==> config.mk <==
export PLATFORM = sky130hd
export DESIGN_NAME = lsm_core
export DESIGN_NICKNAME = d
export VERILOG_FILES = /design/src/lsm_pkg.sv /design/src/lsm_core.sv
export SDC_FILE = /design/constraint.sdc
export NUM_CORES = 2
export LEC_CHECK = 0
export BUFFER_PORTS_ARGS = -buffer_cell sky130_fd_sc_hd__buf_2
export CAP_MARGIN = 20
export CORE_ASPECT_RATIO = 1.1
export CORE_MARGIN = 10
export CORE_UTILIZATION = 54
export CTS_CLUSTER_DIAMETER = 40
export DETAILED_ROUTE_END_ITERATION = 10
export HOLD_SLACK_MARGIN = 0.06
export PLACE_DENSITY = 0.8
export SYNTH_ARGS = -nofsm -noshare
export SYNTH_HDL_FRONTEND = slang
export SYNTH_SLANG_ARGS = --single-unit
export TNS_END_PERCENT = 50
==> constraint.sdc <==
create_clock -name i_mclk -period 25.8 [get_ports i_mclk]
set_input_delay 1.29 -clock i_mclk [delete_from_list [all_inputs] [get_ports i_mclk]]
set_output_delay 1.29 -clock i_mclk [all_outputs]
set_load 0.02 [all_outputs]
==> src/lsm_pkg.sv <==
package lsm_pkg;
  localparam int unsigned NREG    = 32;
  localparam int unsigned SP_IDX  = 14;
  localparam int unsigned LR_IDX  = 15;
  localparam int unsigned PTR_OFS = 16;
  localparam logic [31:0] PC_RST  = 32'h0000_0000;
  localparam logic [10:0] EXT_RST = 11'h000;
  // Full-word opcode patterns, compared against masked instruction
  localparam logic [15:0] M_TOP4  = 16'hf000;
  localparam logic [15:0] M_TOP6  = 16'hfc00;
  localparam logic [15:0] M_TOP11 = 16'hffe0;
  localparam logic [15:0] M_ALL   = 16'hffff;
  localparam logic [15:0] OP_PTR  = 16'hb000;
  localparam logic [15:0] M_TOP3  = 16'he000;
  localparam logic [15:0] OP_STK  = 16'he000;
  localparam logic [15:0] OP_LINK_RETURN = 16'h7fcf;
  localparam logic [15:0] OP_SLI  = 16'h1c00;
  localparam logic [15:0] OP_SRR  = 16'h2000;
  localparam logic [15:0] OP_SRI  = 16'h2400;
  localparam logic [15:0] OP_COPY = 16'h3000;
  localparam logic [15:0] OP_UHI  = 16'h6c00;
  localparam logic [15:0] OP_IMM  = 16'h3400;
  localparam logic [15:0] OP_MST  = 16'h7e80;
  localparam logic [15:0] OP_MUL  = 16'h7ce0;
  localparam logic [15:0] OP_NEG  = 16'h7c20;
  localparam logic [15:0] M_PFX   = 16'hf800;
  localparam logic [15:0] OP_PFX  = 16'h9800;
  typedef enum logic [3:0] {
    LSM_NONE, LSM_PTR, LSM_STK, LSM_LINK_RETURN, LSM_SLI, LSM_SRR, LSM_SRI, LSM_COPY,
    LSM_UHI, LSM_IMM, LSM_MST, LSM_MUL, LSM_NEG, LSM_PFX
  } lsm_op_t;
  typedef enum logic [1:0] {LSM_IDLE, LSM_LOAD, LSM_SLOT} lsm_state_t;
endpackage

==> src/lsm_core.sv <==
`timescale 1ns/1ps
`default_nettype none
module lsm_core (
  input  wire logic        i_mclk,
  input  wire logic        i_rst_n,
  input  wire logic        i_ins_valid,
  input  wire logic [15:0] i_ins,
  input  wire logic [3:0]  i_flags,
  input  wire logic        i_mem_ack,
  input  wire logic [31:0] i_mem_rdata,
  output logic             o_ins_ready,
  output logic             o_mem_req,
  output logic [31:0]      o_mem_addr,
  output logic [31:0]      o_pc,
  output logic             o_jump,
  output logic [31:0]      o_jump_target,
  output logic             o_busy,
  output logic [3:0]       o_flags,
  output logic [10:0]      o_ext,
  output logic [31:0]      o_reg_zero
);
  function automatic lsm_pkg::lsm_op_t decode(input logic [15:0] w);
    decode = lsm_pkg::LSM_NONE;
    if ((w & lsm_pkg::M_TOP4) == lsm_pkg::OP_PTR) decode = lsm_pkg::LSM_PTR;
    else if ((w & lsm_pkg::M_TOP3) == lsm_pkg::OP_STK) decode = lsm_pkg::LSM_STK;
    else if (w == lsm_pkg::OP_LINK_RETURN) decode = lsm_pkg::LSM_LINK_RETURN;
    else if ((w & lsm_pkg::M_TOP6) == lsm_pkg::OP_SLI) decode = lsm_pkg::LSM_SLI;
    else if ((w & lsm_pkg::M_TOP6) == lsm_pkg::OP_SRR) decode = lsm_pkg::LSM_SRR;
    else if ((w & lsm_pkg::M_TOP6) == lsm_pkg::OP_SRI) decode = lsm_pkg::LSM_SRI;
    else if ((w & lsm_pkg::M_TOP6) == lsm_pkg::OP_COPY) decode = lsm_pkg::LSM_COPY;
    else if ((w & lsm_pkg::M_TOP6) == lsm_pkg::OP_UHI) decode = lsm_pkg::LSM_UHI;
    else if ((w & lsm_pkg::M_TOP6) == lsm_pkg::OP_IMM) decode = lsm_pkg::LSM_IMM;
    else if ((w & lsm_pkg::M_TOP11) == lsm_pkg::OP_MST) decode = lsm_pkg::LSM_MST;
    else if ((w & lsm_pkg::M_TOP11) == lsm_pkg::OP_MUL) decode = lsm_pkg::LSM_MUL;
    else if ((w & lsm_pkg::M_TOP11) == lsm_pkg::OP_NEG) decode = lsm_pkg::LSM_NEG;
    else if ((w & lsm_pkg::M_PFX) == lsm_pkg::OP_PFX) decode = lsm_pkg::LSM_PFX;
  endfunction

  logic [31:0]         regs_q [lsm_pkg::NREG];
  logic [10:0]         ext_q;
  logic [31:0]         pc_q;
  logic [3:0]          flags_q;
  logic                jump_q;
  logic [31:0]         target_q;
  logic                mem_req_q;
  logic [31:0]         mem_addr_q;
  logic [4:0]          ld_dst_q;
  logic                ready_q;
  lsm_pkg::lsm_state_t state_q;
  lsm_pkg::lsm_op_t    op;
  logic [4:0]          ra;
  logic [4:0]          rb;
  logic [4:0]          five_bit_immediate;
  logic [7:0]          eight_bit_immediate;
  logic [1:0]          pidx;
  logic [31:0]         va;
  logic [31:0]         vb;
  logic [31:0]         r0;
  logic [15:0]         kimm;
  logic                take;
  logic                wr_en;
  logic [4:0]          wr_idx;
  logic [31:0]         wr_val;
  logic                slot_ok;
  logic [31:0]         ptr_off;
  logic [31:0]         stk_off;

  assign op   = decode(i_ins);
  assign ra   = i_ins[4:0];
  assign rb   = i_ins[9:5];
  assign five_bit_immediate = i_ins[9:5];
  assign eight_bit_immediate = i_ins[12:5];
  assign pidx = i_ins[11:10];
  assign va   = regs_q[ra];
  assign vb   = regs_q[rb];
  assign r0   = regs_q[0];
  assign kimm = {ext_q, five_bit_immediate};
  assign take = i_ins_valid && ready_q;
  // Prefixed pointer offset is signed, unlike the zero-extended moves
  assign ptr_off = {{14{ext_q[10]}}, ext_q, five_bit_immediate, 2'b00};
  assign stk_off = {22'h000000, eight_bit_immediate, 2'b00};
  // Jump or load in the delay slot is not a permitted kind; it is dropped
  assign slot_ok = (op != lsm_pkg::LSM_LINK_RETURN) && (op != lsm_pkg::LSM_PTR) && (op != lsm_pkg::LSM_STK);

  always_comb begin
    wr_en  = 1'b0;
    wr_idx = ra;
    wr_val = va;
    // Load data lands at the ack edge; no other write happens in that cycle
    if (state_q == lsm_pkg::LSM_LOAD) begin
      wr_en  = i_mem_ack;
      wr_idx = ld_dst_q;
      wr_val = i_mem_rdata;
    end else if (take && (state_q == lsm_pkg::LSM_IDLE || slot_ok)) begin
      wr_en = 1'b1;
      unique case (op)
        lsm_pkg::LSM_SLI:  wr_val = va << five_bit_immediate;
        lsm_pkg::LSM_SRR:  wr_val = va >> vb[4:0];
        lsm_pkg::LSM_SRI:  wr_val = va >> five_bit_immediate;
        lsm_pkg::LSM_COPY: wr_val = vb;
        lsm_pkg::LSM_UHI:  wr_val = {kimm, va[15:0]};
        lsm_pkg::LSM_IMM:  wr_val = {16'h0000, kimm};
        lsm_pkg::LSM_NEG:  wr_val = 32'h0000_0000 - va;
        lsm_pkg::LSM_MST: begin
          wr_idx = 5'h00;
          wr_val = r0[31] ? ((r0 << 1) + va) : (r0 << 1);
        end
        lsm_pkg::LSM_MUL: begin
          wr_idx = 5'h00;
          wr_val = r0[15:0] * va[15:0];
        end
        default: wr_en = 1'b0;
      endcase
    end
  end

  always_ff @(posedge i_mclk or negedge i_rst_n) begin
    if (!i_rst_n) begin
      for (int i = 0; i < lsm_pkg::NREG; i++) begin
        regs_q[i] <= 32'h0000_0000;
      end
    end else if (wr_en) begin
      regs_q[wr_idx] <= wr_val;
    end
  end

  always_ff @(posedge i_mclk or negedge i_rst_n) begin
    if (!i_rst_n) begin
      ext_q <= lsm_pkg::EXT_RST;
    end else if (take) begin
      ext_q <= (op == lsm_pkg::LSM_PFX) ? i_ins[10:0] : lsm_pkg::EXT_RST;
    end
  end

  // Flags pass through untouched by every instruction handled here
  always_ff @(posedge i_mclk or negedge i_rst_n) begin
    if (!i_rst_n) begin
      flags_q <= 4'h0;
    end else begin
      flags_q <= i_flags;
    end
  end

  always_ff @(posedge i_mclk or negedge i_rst_n) begin
    if (!i_rst_n) begin
      state_q    <= lsm_pkg::LSM_IDLE;
      mem_req_q  <= 1'b0;
      mem_addr_q <= 32'h0000_0000;
      ld_dst_q   <= 5'h00;
      jump_q     <= 1'b0;
      target_q   <= 32'h0000_0000;
      pc_q       <= lsm_pkg::PC_RST;
      ready_q    <= 1'b0;
    end else begin
      jump_q  <= 1'b0;
      ready_q <= 1'b1;
      unique case (state_q)
        lsm_pkg::LSM_IDLE: begin
          if (take) begin
            pc_q <= pc_q + 32'd2;
            unique case (op)
              lsm_pkg::LSM_PTR: begin
                state_q    <= lsm_pkg::LSM_LOAD;
                mem_req_q  <= 1'b1;
                ready_q    <= 1'b0;
                ld_dst_q   <= ra;
                mem_addr_q <= {regs_q[5'(lsm_pkg::PTR_OFS) + {3'h0, pidx}][31:2], 2'b00}
                              + ptr_off;
              end
              lsm_pkg::LSM_STK: begin
                state_q    <= lsm_pkg::LSM_LOAD;
                mem_req_q  <= 1'b1;
                ready_q    <= 1'b0;
                ld_dst_q   <= ra;
                mem_addr_q <= {regs_q[lsm_pkg::SP_IDX][31:2], 2'b00} + stk_off;
              end
              // Target is latched now; the jump waits for the slot instruction
              lsm_pkg::LSM_LINK_RETURN: begin
                state_q  <= lsm_pkg::LSM_SLOT;
                target_q <= regs_q[lsm_pkg::LR_IDX] << 1;
              end
              default: ;
            endcase
          end
        end
        // Ready stays low for the whole load so no second request can overlap
        lsm_pkg::LSM_LOAD: begin
          ready_q <= 1'b0;
          if (i_mem_ack) begin
            state_q   <= lsm_pkg::LSM_IDLE;
            mem_req_q <= 1'b0;
            ready_q   <= 1'b1;
          end
        end
        lsm_pkg::LSM_SLOT: begin
          if (take) begin
            state_q <= lsm_pkg::LSM_IDLE;
            pc_q    <= target_q;
            jump_q  <= 1'b1;
          end
        end
        default: begin
          state_q   <= lsm_pkg::LSM_IDLE;
          mem_req_q <= 1'b0;
        end
      endcase
    end
  end

  assign o_ins_ready   = ready_q;
  assign o_mem_req     = mem_req_q;
  assign o_mem_addr    = mem_addr_q;
  assign o_pc          = pc_q;
  assign o_jump        = jump_q;
  assign o_jump_target = target_q;
  assign o_busy        = mem_req_q;
  assign o_flags       = flags_q;
  assign o_ext         = ext_q;
  assign o_reg_zero    = regs_q[0];
endmodule
`default_nettype wire

* Word-level counts from Yosys, hierarchy flattened
Cells that the tools add are included.
** Word-level totals
- Bits of input ports :: 56
- Output and inout bits :: 147
- Bits in registers :: 1144
** Operators by class
- Eq/ne operators :: 36
- Add/subtract/negate cells :: 6
- Bitwise gates (word level) :: 5
- Multiply operators :: 1
- Shift-type cells :: 3
- Reduce and logical (&&, ||, !) cells :: 18
- $lt $le $gt $ge :: 5
- Muxes and demuxes :: 55
** Operator list (count)
- $bwmux 1024 :: 1
- $bmux 32 s5 :: 3
- $mux 32 :: 12
- $pmux 32 s9 :: 1
- $demux 32 s5 :: 1
- $pmux 32 s2 :: 2
- $add 32x32->32 :: 2
- $shr 32x5->32 :: 2
- $mux 4 :: 13
- $eq 11x10->1 const B :: 3
- $add 32x10->32 :: 1
- $add 32x2->32 const B :: 1
- $mul 16x16->32 :: 1
- $shl 32x5->32 :: 1
- $sub 1x32->32 const A :: 1
- $eq 4x4->1 const B :: 7
- $eq 6x4->1 const B :: 4
- $ge 6x6->1 const B :: 4
- $not 5->6 :: 4
- $eq 16x15->1 const B :: 1
- $eq 4x3->1 const B :: 4
- $mux 5 :: 3
- $reduce_and 3->1 :: 4
- $mux 1 :: 11
- other kinds (28) :: 42

* Logic depth before layout (Yosys ltp)
- Word-level depth :: 27
- Depth in mapped cells :: 39
- Depth with buffers taken out :: 30

* Worst setup path after synthesis
Ideal clock, no wire load.
- Kind :: input-to-reg
- Start point :: input i_ins[1]
- End point :: register regs_q, in the netlist o_reg_zero[26]
- Stages :: 35
- Setup slack :: 16012 ps
- Arrival :: 9663 ps
- Cell sequence :: buf_6 > buf_6 > buf_4 > buf_2 > mux2i_1 > a221oi_1 > o21ai_0 > o31a_1 > inv_1 > clkbuf_1 > buf_1 > ha_1 > inv_1 > fa_1 > fa_1 > inv_1 > fa_1 > fa_1 > fa_1 > inv_1 > fa_1 > inv_1 > ha_1 > a21o_1 > a21o_1 > a21o_1 > a2111oi_0 > o21ai_0 > o2111a_1 > nor3_1 > o2111ai_1 > or3_1 > and4bb_2 > clkbuf_1 > mux2_2
** Between the ends
- Cells in the longest elaborated chain, start to end :: 17
- Elaborated cells between the ends (all ways) :: 49
- Classes of those cells :: add/sub (2); mul (1); order compare (2); eq/ne (13); shift (3); mux (19); bitwise (2); reduce/logical (7)
** RTL lines
- start, declared :: line lsm_core.sv:7 : input wire logic [15:0] i_ins,
- parallel branches: the longest is 17 deep, another holds $mul 16x16->32
- end signal, assigned by index :: line lsm_core.sv:123 : regs_q[wr_idx] <= wr_val;
- end, declared :: line lsm_core.sv:39 : logic [31:0] regs_q [lsm_pkg::NREG];
Parallel ways; which one is timed is not known. The select of a mux whose other input is x is not followed.
A chain may end at the register's enable or synchronous reset.

* Final worst setup path
- Start point :: input i_ins[1]
- End point :: register regs_q[794] (netlist bit)
Same word-level chain as after synthesis.

==> flow_metrics.tcl <==
set metrics [dict create \
    fin_util 0.601 \
    num_vias 70733 \
    hold_viol_final 0 \
    required_ns 26.50 \
    placementRows 147 \
    p_leak_uw 0.0392 \
    ys_async_sr_fraction 1.00 \
    critPathLaunchType "primary input" \
    synth_top_area_frac 0.358 \
    drv_cap 0 \
    netlist_area_um2 79700 \
    cpMostUsedCell "fa_1" \
    cts_tree "done" \
    ys_ff_latch 1141 \
    gp_congestion 1.09 \
    clkTransAtPathRegs_ns 0.06 \
    dp_hpwl_mm 237 \
    tightest_slew_ns 1.39 \
    dp_slack_ns 12.09 \
    yosysTopAreaCell "dfrtp_1" \
    status "completed" \
    fin_tns_setup_ns 0 \
    drtAntennaViolNets 0 \
    die_width_um 386 \
    fmax_mhz 73.9 \
    insertion_delay_ns 0.85 \
    yosys-top-cells-area "dfrtp_1, mux4_2, mux2_2" \
    power_per_cell_area_nw_per_um2 77.4 \
    rsz0062_at_grt "no" \
    grt_first_pass_wirelength_mm 496 \
    drt-total-wl_mm 348 \
    area_growth_pct 10.2 \
    hold_start "o_mem_addr[13]$_DFFE_PN0P_" \
    yosysMostFrequentCell "dfrtp_1" \
    clk_path_buf_depth 3 \
    reg2reg_slack_ns 15.35 \
    synth_edf_count 0 \
    clkSinkCount 1141 \
    yosys-top-cells-count "dfrtp_1, nand2_1, o21ai_0, mux2_2, mux4_2" \
    finalWorstSetupSlack_ns 12.27 \
    dp_cells 9077 \
    io_pins 203 \
    fin_crit_sh 0.524 \
    fin_cells 9404 \
    antenna_found_initial 49 \
    die_h_um 423 \
    skew_ns 0.0627 \
    criticalPathCategory "in -> reg" \
    drive_gt1_frac 0.266 \
    grt_pass1_vias 69403 \
    postSynthCellCount 7373 \
    track_usage 0.419 \
    crit_arrival_ns 14.23 \
    root_buffer "clkbuf_16" \
    drc 0 \
    htree_levels 4 \
    worstPathMaxFanout 76 \
    post_cts_resized 0 \
    slew_headroom 0.0690 \
    final_nets 7728 \
    ir_drop_mv 0.0625 \
    finalMaxSlewViolations 0 \
    via_per_inst 7.52 \
    startpoint "i_ins[1]" \
    grt_overflow 0 \
    die_area_um2 163000 \
    routedWlPerCell_um 37.0 \
    post_cts_buffers 0 \
    critPathCaptureType "register" \
    first_iter_violations 12020 \
    min_period_ns 13.53 \
    coreArea_um2 146000 \
    synth_flop_cell "dfrtp_1" \
    yosysWarnings 0 \
    r2r_start "regs_q[547]$_DFFE_PN0P_" \
    hold_path_class "reg -> reg" \
    cts_made_buffers 147 \
    p_total_uw 6790 \
    r2r_end "regs_q[23]$_DFFE_PN0P_" \
    io_buffers 198 \
    ctsHoldBuffers 0 \
    setup_viol 0 \
    start_util 0.545 \
    seq_area_frac_synth 0.358 \
    grt_max_degree 196 \
    critPathMaxStageDelay_ns 0.88 \
    cpMaxStageDelayCell "buf_4" \
    avgSynthCellArea_um2 10.8 \
    firstDrtPassIters 9 \
    crit_end "regs_q[794]$_DFFE_PN0P_" \
    netlist-cell-type-count 102 \
    worstRegToRegCells 27 \
]
layout make-up:
class / instances / area [um^2]
Fill cell: 11352 / 58400
Multi-Input combinational cell: 5260 / 47300
Sequential cell: 1141 / 28600
Clock buffer: 187 / 4050
Timing Repair Buffer: 451 / 3170
Tap cell: 1937 / 2420
Inverter: 301 / 1130
Clock inverter: 82 / 1050
Antenna cell: 45 / 113
worst max-delay path: cells and delay by family:
family	cells	cell delay, ns
buffers and inverters	10	3.79
adder cells (fa/ha/maj)	8	3.39
AO/OA/AOI/OAI	10	3.09
AND/OR/NAND/NOR	3	1.43
multiplexers	2	1.01
worst min path at each step:
stage	endpoint	slack (ns)	depth (start not counted)
after CTS	o_mem_addr[13]$_DFFE_PN0P_	0.48	2
after global routing	o_mem_addr[8]$_DFFE_PN0P_	0.50	2
after global placement	o_mem_addr[6]$_DFFE_PN0P_	0.46	2
after detailed placement	o_mem_addr[13]$_DFFE_PN0P_	0.47	2
final	o_mem_addr[13]$_DFFE_PN0P_	0.47	2
after floorplan	regs_q[599]$_DFFE_PN0P_	0.46	2
cells in the final DEF, fill, tap and decap left out, drive strengths merged, types with 119 or more instances in the layout:
cell type and n:
a22oi 119, inv 316, fa 197, mux2i 273, dfrtp 1141, ha 173, nor2 306, mux2 575
nand2 956, o21ai 580, clkbuf 193, buf 445, mux4 538, a21oi 179
power breakdown:
part | switching (uW) | internal [uW] | leakage [uW]
Combinational | 1460 | 858 | 0.0210
Clock | 892 | 1260 | 0.00247
Sequential | 271 | 2050 | 0.0157
state kept, by name, summed over array words and instances (netlist names), 2 cells and up:
name and count:
o_jump_target 31, o_flags 4, o_pc 31, o_mem_addr 30, regs_q 992, state_q 2
o_reg_zero 32, ld_dst_q 5, o_ext 11
metrics by stage:
stage | cell area, um^2 | hold WS (ns)
finish | 87800 | 0.474
global route | 87700 | 0.504
CTS | 87500 | 0.479
detailed placement | 82400 | 0.466
global placement | 82300 | 0.459
floorplan | 79700 | 0.459
cell families after synthesis:
family | synth area share
simple gates | 0.108
compound gates | 0.124
mux | 0.268
flops | 0.358
buf+inv | 0.0535
fa+ha+maj | 0.0767
xor+xnor | 0.0103
other cells | 0.0000471
metal layers:
layer  vias up  wire, um  GRT usage
met5         -       401    0.00836
met4        40     38100      0.356
met3      2144     57600      0.217
met2      6731    141000      0.570
met1     34781    111000      0.481
li1      27037         -          -
(Power assumes the default switching activity.)
